--- src/core/rss_pkg.sv ---
// shared constants and types for the reset source sequencer
package rss_pkg;
  // register byte offsets
  localparam logic [3:0] ADDR_CAUSE = 4'h0;
  localparam logic [3:0] ADDR_IRQ_STAT = 4'h4;
  localparam logic [3:0] ADDR_IRQ_MASK = 4'h8;
  localparam logic [3:0] ADDR_LIVE = 4'hC;
  // cause flag positions, shared by the interrupt status and mask
  localparam int WDT_BIT = 3;
  localparam int BOD_BIT = 2;
  localparam int PIN_BIT = 1;
  localparam int POR_BIT = 0;
  localparam logic [7:0] CAUSE_RST = 8'h00;
  localparam logic [3:0] IRQ_RST = 4'h0;
  // brown-out level fuse codes
  localparam logic [2:0] BOD_OFF = 3'h7;
  localparam logic [2:0] BOD_1V8 = 3'h6;
  localparam logic [2:0] BOD_2V7 = 3'h5;
  localparam logic [2:0] BOD_4V3 = 3'h4;
  // timing at a 50 ns clock
  localparam int CLK_NS = 50;
  localparam int PIN_MIN_NS = 2500;
  localparam int PIN_MIN_CYC = (PIN_MIN_NS + CLK_NS - 1) / CLK_NS;
  localparam int TOUT_BASE_US = 64;
  localparam int TOUT_BASE_CYC = TOUT_BASE_US * 1000 / CLK_NS;
  localparam int CK_STEP_CYC = 6;
  localparam logic [15:0] RESET_VECTOR = 16'h0000;
  localparam logic [2:0] SYNC_RST = 3'h2;
  localparam logic [1:0] RESP_OKAY = 2'h0;
  localparam logic [1:0] RESP_SLVERR = 2'h2;
  typedef enum logic [2:0] {
    ST_HOLD = 3'b001,
    ST_STRETCH = 3'b010,
    ST_RUN = 3'b100
  } rss_state_t;
endpackage

--- src/core/rss_cnt_if.sv ---
// link between the sequencer and its delay counter
`timescale 1ns/100ps
`default_nettype none
interface rss_cnt_if #(parameter int CNT_W = 24);
  logic load;
  logic [CNT_W-1:0] preset;
  logic done;
  modport ctl (output load, output preset, input done);
  modport cnt (input load, input preset, output done);
endinterface
`default_nettype wire

--- src/core/rss_sync2.sv ---
// two-stage synchroniser for pin and detector levels
`timescale 1ns/100ps
`default_nettype none
module rss_sync2 #(
  parameter int W = 3,
  parameter logic [W-1:0] RST_VAL = '0
) (
  // clock and reset
  input wire logic aclk,
  input wire logic aresetn,
  input wire logic aclken,
  // levels
  input wire logic [W-1:0] d,
  output logic [W-1:0] q
);
  logic [W-1:0] meta_r;

  always_ff @(posedge aclk)
  begin
    if (!aresetn)
    begin
      meta_r <= RST_VAL;
      q <= RST_VAL;
    end
    else if (aclken)
    begin
      meta_r <= d;
      q <= meta_r;
    end
  end
endmodule
`default_nettype wire

--- src/core/rss_stretch.sv ---
// down counter that stretches the internal reset
`timescale 1ns/100ps
`default_nettype none
module rss_stretch (
  // clock and reset
  input wire logic aclk,
  input wire logic aresetn,
  input wire logic aclken,
  // control
  rss_cnt_if.cnt cif
);
  logic [$bits(cif.preset)-1:0] cnt_r;

  // reload whenever a source is active, so a late source restarts the count
  always_ff @(posedge aclk)
  begin
    if (!aresetn)
      cnt_r <= '1;
    else if (aclken)
    begin
      if (cif.load)
        cnt_r <= cif.preset;
      else if (cnt_r != '0)
        cnt_r <= cnt_r - 1'b1;
    end
  end

  assign cif.done = (cnt_r == '0) && !cif.load;
endmodule
`default_nettype wire

--- src/core/rss_top.sv ---
// reset source sequencer: merges reset sources, stretches reset, logs causes
`timescale 1ns/100ps
`default_nettype none
module rss_top
  import rss_pkg::*;
#(
  parameter int ADDR_W = 32,
  parameter int CNT_W = 24,
  parameter int TOUT_CYC = rss_pkg::TOUT_BASE_CYC,
  parameter int CK_CYC = rss_pkg::CK_STEP_CYC,
  parameter int PIN_CYC = rss_pkg::PIN_MIN_CYC
) (
  // clock, reset, enable
  input wire logic aclk,
  input wire logic aresetn,
  input wire logic aclken,
  // axi4-lite write
  input wire logic [ADDR_W-1:0] awaddr,
  input wire logic awvalid,
  output logic awready,
  input wire logic [31:0] wdata,
  input wire logic [3:0] wstrb,
  input wire logic wvalid,
  output logic wready,
  output logic [1:0] bresp,
  output logic bvalid,
  input wire logic bready,
  // axi4-lite read
  input wire logic [ADDR_W-1:0] araddr,
  input wire logic arvalid,
  output logic arready,
  output logic [31:0] rdata,
  output logic [1:0] rresp,
  output logic rvalid,
  input wire logic rready,
  // reset sources
  input wire logic poweron_ok,
  input wire logic reset_pin_n,
  input wire logic brownout_below,
  input wire logic wdt_expire,
  input wire logic wdt_enable,
  input wire logic wdt_int_enable,
  // fuses
  input wire logic [2:0] brownout_level_fuses,
  input wire logic [1:0] startup_time_fuses,
  input wire logic [3:0] clock_select_fuses,
  // reset outputs
  output logic io_reset,
  output logic core_reset_n,
  output logic fetch_start,
  output logic [15:0] fetch_addr,
  output logic [2:0] brownout_level_sel,
  output logic irq
);
  rss_state_t state_r, state_nxt;
  logic por_ok_s, pin_n_s, bod_low_s;
  logic [$clog2(PIN_CYC+1)-1:0] pin_cnt_r;
  logic pin_src, bod_en, bod_src, por_src, wdt_fire, wdt_pulse_r;
  logic any_src, src_async;
  logic [3:0] src_vec, src_d_r, src_rise;
  logic [7:0] cause_r, cause_nxt;
  logic [3:0] irq_stat_r, irq_stat_nxt, irq_mask_r;
  logic [ADDR_W-1:0] wr_addr_r;
  logic [31:0] wr_data_r;
  logic [3:0] wr_strb_r;
  logic aw_got_r, w_got_r, aw_take, w_take, wr_go, ar_take;
  logic aw_got_nxt, w_got_nxt, bvalid_nxt, rvalid_nxt;
  logic wr_hit, rd_hit, cause_wr, mask_wr, stat_rd;
  logic [31:0] rd_mux;
  logic [CNT_W-1:0] base_w;

  rss_cnt_if #(.CNT_W(CNT_W)) cif ();

  // detector and pin levels come from outside the clock domain
  rss_sync2 #(.W(3), .RST_VAL(SYNC_RST)) u_sync (
    .aclk(aclk),
    .aresetn(aresetn),
    .aclken(aclken),
    .d({bod_low_s_in(brownout_below), reset_pin_n, poweron_ok}),
    .q({bod_low_s, pin_n_s, por_ok_s})
  );

  rss_stretch u_stretch (
    .aclk(aclk),
    .aresetn(aresetn),
    .aclken(aclken),
    .cif(cif)
  );

  function automatic logic bod_low_s_in(input logic v);
    bod_low_s_in = v;
  endfunction

  // power-on source is active while supply sits below the threshold
  assign por_src = !por_ok_s;

  // pin low must persist for the minimum width before it counts
  always_ff @(posedge aclk)
  begin
    if (!aresetn)
      pin_cnt_r <= '0;
    else if (aclken)
    begin
      if (pin_n_s)
        pin_cnt_r <= '0;
      else if (!pin_src)
        pin_cnt_r <= pin_cnt_r + 1'b1;
    end
  end

  assign pin_src = (pin_cnt_r == ($bits(pin_cnt_r))'(PIN_CYC));

  // reserved codes leave the detector disabled
  assign bod_en = (brownout_level_fuses == BOD_1V8) || (brownout_level_fuses == BOD_2V7)
    || (brownout_level_fuses == BOD_4V3);
  assign bod_src = bod_en && bod_low_s;

  always_ff @(posedge aclk)
  begin
    if (!aresetn)
      brownout_level_sel <= 3'h0;
    else if (aclken)
    begin
      case (brownout_level_fuses)
        BOD_1V8: brownout_level_sel <= 3'h1;
        BOD_2V7: brownout_level_sel <= 3'h2;
        BOD_4V3: brownout_level_sel <= 3'h4;
        default: brownout_level_sel <= 3'h0;
      endcase
    end
  end

  // watchdog only resets in pure reset mode
  assign wdt_fire = wdt_expire && wdt_enable && !wdt_int_enable;

  // never wider than one cycle, even if expire is held
  always_ff @(posedge aclk)
  begin
    if (!aresetn)
      wdt_pulse_r <= 1'b0;
    else if (aclken)
      wdt_pulse_r <= wdt_fire && !wdt_pulse_r;
  end

  assign src_vec = {wdt_pulse_r, bod_src, pin_src, por_src};
  assign any_src = |src_vec;

  // preset grows with both fuse fields
  assign base_w = CNT_W'(TOUT_CYC);
  assign cif.preset = (base_w << startup_time_fuses)
    + CNT_W'(CK_CYC * int'(clock_select_fuses));
  assign cif.load = any_src;

  always_comb
  begin
    state_nxt = state_r;
    case (state_r)
      ST_HOLD:
      begin
        if (!any_src)
          state_nxt = ST_STRETCH;
      end
      ST_STRETCH:
      begin
        if (any_src)
          state_nxt = ST_HOLD;
        else if (cif.done)
          state_nxt = ST_RUN;
      end
      ST_RUN:
      begin
        if (any_src)
          state_nxt = ST_HOLD;
      end
      default: state_nxt = ST_HOLD;
    endcase
  end

  always_ff @(posedge aclk)
  begin
    if (!aresetn)
      state_r <= ST_HOLD;
    else if (aclken)
      state_r <= state_nxt;
  end

  // release the core and start fetching at the vector
  always_ff @(posedge aclk)
  begin
    if (!aresetn)
    begin
      core_reset_n <= 1'b0;
      fetch_start <= 1'b0;
      fetch_addr <= RESET_VECTOR;
    end
    else if (aclken)
    begin
      core_reset_n <= (state_nxt == ST_RUN);
      fetch_start <= (state_nxt == ST_RUN) && (state_r != ST_RUN);
      fetch_addr <= RESET_VECTOR;
    end
  end

  // raw levels bypass the synchroniser so ports clear with no clock running;
  // short pin glitches may therefore clear the ports without a core reset
  assign src_async = !poweron_ok || !reset_pin_n || (bod_en && brownout_below);

  always_ff @(posedge aclk or posedge src_async)
  begin
    if (src_async)
      io_reset <= 1'b1;
    else if (!aresetn)
      io_reset <= 1'b1;
    else if (aclken)
      io_reset <= (state_nxt != ST_RUN);
  end

  // axi write channel handshakes
  assign aw_take = awvalid && awready;
  assign w_take = wvalid && wready;
  assign wr_go = aw_got_r && w_got_r && !bvalid;
  assign aw_got_nxt = wr_go ? 1'b0 : (aw_got_r || aw_take);
  assign w_got_nxt = wr_go ? 1'b0 : (w_got_r || w_take);
  assign bvalid_nxt = wr_go || (bvalid && !bready);
  assign wr_hit = (wr_addr_r[ADDR_W-1:4] == '0) && (wr_addr_r[1:0] == 2'h0);
  assign cause_wr = wr_go && wr_hit && (wr_addr_r[3:0] == ADDR_CAUSE) && wr_strb_r[0];
  assign mask_wr = wr_go && wr_hit && (wr_addr_r[3:0] == ADDR_IRQ_MASK) && wr_strb_r[0];

  always_ff @(posedge aclk)
  begin
    if (!aresetn)
    begin
      aw_got_r <= 1'b0;
      w_got_r <= 1'b0;
      awready <= 1'b0;
      wready <= 1'b0;
      bvalid <= 1'b0;
      bresp <= RESP_OKAY;
      wr_addr_r <= '0;
      wr_data_r <= 32'h0;
      wr_strb_r <= 4'h0;
    end
    else if (aclken)
    begin
      aw_got_r <= aw_got_nxt;
      w_got_r <= w_got_nxt;
      awready <= !aw_got_nxt && !bvalid_nxt;
      wready <= !w_got_nxt && !bvalid_nxt;
      bvalid <= bvalid_nxt;
      if (aw_take)
        wr_addr_r <= awaddr;
      if (w_take)
      begin
        wr_data_r <= wdata;
        wr_strb_r <= wstrb;
      end
      if (wr_go)
        bresp <= wr_hit ? RESP_OKAY : RESP_SLVERR;
    end
  end

  // axi read channel
  assign ar_take = arvalid && arready;
  assign rvalid_nxt = ar_take || (rvalid && !rready);
  assign rd_hit = (araddr[ADDR_W-1:4] == '0) && (araddr[1:0] == 2'h0);
  assign stat_rd = ar_take && rd_hit && (araddr[3:0] == ADDR_IRQ_STAT);

  always_comb
  begin
    rd_mux = 32'h0;
    case (araddr[3:0])
      ADDR_CAUSE: rd_mux = {24'h0, cause_r};
      ADDR_IRQ_STAT: rd_mux = {28'h0, irq_stat_r};
      ADDR_IRQ_MASK: rd_mux = {28'h0, irq_mask_r};
      ADDR_LIVE: rd_mux = {24'h0, brownout_level_sel, !core_reset_n, src_vec};
      default: rd_mux = 32'h0;
    endcase
  end

  always_ff @(posedge aclk)
  begin
    if (!aresetn)
    begin
      arready <= 1'b0;
      rvalid <= 1'b0;
      rdata <= 32'h0;
      rresp <= RESP_OKAY;
    end
    else if (aclken)
    begin
      arready <= !rvalid_nxt;
      rvalid <= rvalid_nxt;
      if (ar_take)
      begin
        rdata <= rd_hit ? rd_mux : 32'h0;
        rresp <= rd_hit ? RESP_OKAY : RESP_SLVERR;
      end
    end
  end

  // cause flags: software clears by writing zero; hardware set wins
  always_comb
  begin
    cause_nxt = cause_r;
    if (cause_wr)
      cause_nxt[3:0] = cause_r[3:0] & wr_data_r[3:0];
    if (por_src)
    begin
      cause_nxt[WDT_BIT] = 1'b0;
      cause_nxt[BOD_BIT] = 1'b0;
      cause_nxt[PIN_BIT] = 1'b0;
      cause_nxt[POR_BIT] = 1'b1;
    end
    else
    begin
      if (wdt_pulse_r)
        cause_nxt[WDT_BIT] = 1'b1;
      if (bod_src)
        cause_nxt[BOD_BIT] = 1'b1;
      if (pin_src)
        cause_nxt[PIN_BIT] = 1'b1;
    end
    cause_nxt[7:4] = 4'h0;
  end

  always_ff @(posedge aclk)
  begin
    if (!aresetn)
      cause_r <= CAUSE_RST;
    else if (aclken)
      cause_r <= cause_nxt;
  end

  // interrupt on each source's onset; a read clears, a new onset wins
  assign src_rise = src_vec & ~src_d_r;

  always_comb
  begin
    irq_stat_nxt = irq_stat_r;
    if (stat_rd)
      irq_stat_nxt = 4'h0;
    irq_stat_nxt = irq_stat_nxt | src_rise;
  end

  always_ff @(posedge aclk)
  begin
    if (!aresetn)
    begin
      src_d_r <= 4'h0;
      irq_stat_r <= IRQ_RST;
      irq_mask_r <= IRQ_RST;
      irq <= 1'b0;
    end
    else if (aclken)
    begin
      src_d_r <= src_vec;
      irq_stat_r <= irq_stat_nxt;
      if (mask_wr)
        irq_mask_r <= wr_data_r[3:0];
      irq <= |(irq_stat_nxt & (mask_wr ? wr_data_r[3:0] : irq_mask_r));
    end
  end
endmodule
`default_nettype wire

--- config.mk ---
export PLATFORM = sky130hd
export DESIGN_NAME = rss_top
export DESIGN_NICKNAME = d
export VERILOG_FILES = /design/src/core/rss_pkg.sv /design/src/core/rss_cnt_if.sv /design/src/core/rss_sync2.sv /design/src/core/rss_stretch.sv /design/src/core/rss_top.sv
export SDC_FILE = /design/constraint.sdc
export NUM_CORES = 1
export LEC_CHECK = 0
export ABC_AREA = 0
export BUFFER_PORTS_ARGS = -buffer_cell sky130_fd_sc_hd__buf_2
export CORE_ASPECT_RATIO = 1.75
export CORE_MARGIN = 2
export CORE_UTILIZATION = 35
export DETAILED_ROUTE_END_ITERATION = 8
export SKIP_LAST_GASP = 1
export SYNTH_ARGS = -nofsm -noshare
export SYNTH_HDL_FRONTEND = slang
export SYNTH_SLANG_ARGS = --single-unit
export TNS_END_PERCENT = 50
--- constraint.sdc ---
create_clock -name aclk -period 5.7 [get_ports aclk]
set_clock_uncertainty 0.15 [all_clocks]
set_input_delay 1.425 -clock aclk [delete_from_list [all_inputs] [get_ports aclk]]
set_output_delay 1.425 -clock aclk [all_outputs]
set_load 0.1 [all_outputs]
==> results.json <==
{
  "rr_worst_depth": 6,
  "areaGrowthSynthToFinish_pct": 18.3,
  "firstDrtPassIters": 4,
  "finalSetupViolCount": 0,
  "core_area_um2": 16900,
  "maxCapViolCount": 0,
  "cts_tree": "done",
  "async_flop_share_pct": 0.855,
  "grt_pass1_vias": 4986,
  "outcome": "finished, final reports clean",
  "start_util_pct": 35.6,
  "final_util_pct": 42.1,
  "cp-end-kind": "flip-flop",
  "p_leak_nw": 2.82,
  "pin_count": 187,
  "numPortBuffers": 113,
  "ys_ff_latch": 117,
  "p_per_area_nw_per_um2": 300,
  "dp_cells": 1007,
  "ys_types": 73,
  "max_freq_mhz": 281,
  "ant_nets": 0,
  "grt.overflow.total": 0,
  "die_height_um": 178,
  "rsz0062_at_grt": "no",
  "synth-main-ff-cell": "dfxtp_1",
  "ys_seq_area_share_pct": 38.9,
  "grt_max_degree": 61,
  "postCtsSetupBuffers": 0,
  "nets": 932,
  "synth_area_leader_cell": "dfxtp_1",
  "clk_pin_slew_ns": 0.06,
  "finalCritPeriodShare_pct": 62.4,
  "relSlewSlack_pct": 24.3,
  "worstHoldPathType": "reg -> reg",
  "grt_pass1_wl_um": 24100,
  "path_class": "in -> reg",
  "setup_tns_ns": 0,
  "crit_fanout": 22,
  "hold_viol": 0,
  "first_iter_violations": 194,
  "ctsHoldBuffers": 0,
  "syn_area_um2": 6040,
  "clockBufferDepth": 2,
  "place_area_um2": 6610,
  "die-area_um2": 18400,
  "std_cell_rows": 63,
  "syn-instance-count": 701,
  "yosysWarnings": 0,
  "diodes": 0,
  "yosys.area.top_type_share_pct": 38.5,
  "cts_resized": 0,
  "avgViaCountPerCell": 4.91,
  "slew_violations": 0,
  "cp-start-kind": "input port",
  "tightest_slew_ns": 1.14,
  "cts_num_sinks": 117,
  "grt_antenna_before_repair": 0,
  "design_area_um2": 7140,
  "final.setup.worst_slack_ns": 2.14,
  "drive_above_1_share_pct": 23.0,
  "synth.avg_cell_area_um2": 8.61,
  "crit_arrival_ns": 3.63,
  "post_drt_wl_per_cell_um": 14.2,
  "drc": 0,
  "dp_slack_ns": 1.69,
  "routed_wl_um": 14700,
  "post-route-min-period_ns": 3.56,
  "clock_latency_ns": 0.40,
  "synth.area.top_cells": "dfxtp_1 38%, nand2_1 7.0%, a21boi_0 5.8%",
  "routabilityCongestion": 0.818,
  "dp_hpwl_um": 10800,
  "holdPathStages": 2,
  "cts_buffers": 17,
  "cp.required_ns": 5.77,
  "htree_levels": 4,
  "via_count": 5100,
  "fin_cells": 1039,
  "synth_edf_count": 0,
  "die_w_um": 103,
  "grt_util_all_layers_pct": 16.7,
  "ir_drop_uv": 155,
  "cts-root-buf": "clkbuf_16"
}
path summary, 6_finish.rpt:
path	startpoint	to	slack, ns
max reg2reg	wr_addr_r[18]$_SDFFE_PN0P_	irq$_SDFFE_PN0P_	2.62
min in group asynchronous	brownout_below	io_reset$_DFFE_PP1P_	0.96
min reg2reg	wr_addr_r[0]$_SDFFE_PN0P_	wr_addr_r[0]$_SDFFE_PN0P_	0.31
min	wr_addr_r[0]$_SDFFE_PN0P_	wr_addr_r[0]$_SDFFE_PN0P_	0.31
max	brownout_level_fuses[1]	u_stretch.cnt_r[13]$_SDFFE_PN1P_	2.14
max in group asynchronous	brownout_level_fuses[2]	io_reset$_DFFE_PP1P_	4.17
power by group:
part	switching (W)	internal (W)
sequential	0.0000271	0.000848
clock	0.000395	0.000558
combinational	0.000235	0.0000781
total	0.000657	0.00148
critical path: stages:
cell and delay, ns:
buf_2 0.12, a21boi_0 0.39, nand2_1 0.18, nand4_1 0.40, buf_4 0.38, o21ai_4 0.20, o311ai_0 0.39, o211ai_1 0.14
cells by family (layout without fill, tap and decap cells):
group,count (synthesis),after routing,synth area share [%]
adders and majority gates,10,10,2.20
xor gates and xnor gates,15,15,2.18
other,1,42,0.0621
buffers and inverters,102,172,9.43
and+or+nand+nor,274,274,23.1
muxes,24,24,4.87
DFF,117,117,38.9
AOI/OAI and AO/OA,158,158,19.3
cells in the mapped netlist, types with 3 or more instances:
master / count
and3_1: 3
o21ai_0: 24
buf_4: 42
o22ai_1: 5
nor2_1: 27
nand2_1: 112
mux4_2: 4
nor2b_1: 25
nand3_1: 22
nand4_1: 14
dfxtp_1: 116
nand2b_1: 9
o21ai_1: 9
o211ai_1: 3
nor4_1: 21
nor4_2: 3
inv_1: 19
and2_1: 4
a22oi_1: 7
mux2_2: 3
mux2i_1: 17
nor4b_1: 3
or3_1: 3
a32o_1: 3
a21oi_1: 15
ha_1: 9
nor3_1: 13
a211oi_1: 3
buf_1: 6
a21boi_0: 47
o211ai_2: 8
clkbuf_1: 29
o2111ai_1: 5
a21oi_2: 6
xor2_1: 13
cell type report:
| type | instances | area [um2] |
|---|---|---|
| Clock inverter | 14 | 106 |
| Clock buffer | 18 | 429 |
| Tap cell | 227 | 284 |
| Multi-Input combinational cell | 523 | 3280 |
| Timing Repair Buffer | 120 | 618 |
| Sequential cell | 117 | 2350 |
| Inverter | 20 | 75.1 |
| Fill cell | 1767 | 9810 |
per-stage QoR:
stage,total power (W),hold slack (ns)
finish,0.00214,0.312
global route,0.00223,0.334
CTS,0.00216,0.313
detailed placement,0.00121,0.305
global placement,0.00120,0.302
floorplan,0.00116,0.282
sequential cells by signal (all words and copies together) (netlist names), 4 cells and up:
name	count
wr_addr_r	32
rdata	8
wr_data_r	4
irq_mask_r	4
irq_stat_r	4
src_d_r	4
cause_r	4
pin_cnt_r	6
u_stretch.cnt_r	24
layer usage:
metal,share of wire [%],up-vias,track usage (%)
met2,57,105,32.1
met1,38,2391,17.2
met4,1.6,0,6.20
met3,3.4,11,3.39
li1,-,2593,-
met5,0,-,0
placed cells by master (no fill, tap or decap), types with 4 or more instances in the layout:
| master | n |
|---|---|
| a21boi_0 | 47 |
| a21oi_1 | 15 |
| a21oi_2 | 6 |
| a22oi_1 | 7 |
| and2_1 | 4 |
| buf_2 | 113 |
| buf_4 | 7 |
| clkbuf_16 | 17 |
| clkinv_4 | 4 |
| clkinvlp_4 | 4 |
| conb_1 | 42 |
| dfxtp_1 | 116 |
| ha_1 | 9 |
| inv_1 | 19 |
| mux2i_1 | 17 |
| mux4_2 | 4 |
| nand2_1 | 112 |
| nand2b_1 | 9 |
| nand3_1 | 22 |
| nand4_1 | 14 |
| nor2_1 | 27 |
| nor2b_1 | 25 |
| nor3_1 | 13 |
| nor4_1 | 20 |
| nor4_2 | 4 |
| o2111ai_1 | 5 |
| o211ai_2 | 8 |
| o21ai_0 | 24 |
| o21ai_1 | 9 |
| o22ai_1 | 5 |
| xor2_1 | 13 |
(Power assumes the default switching activity.)
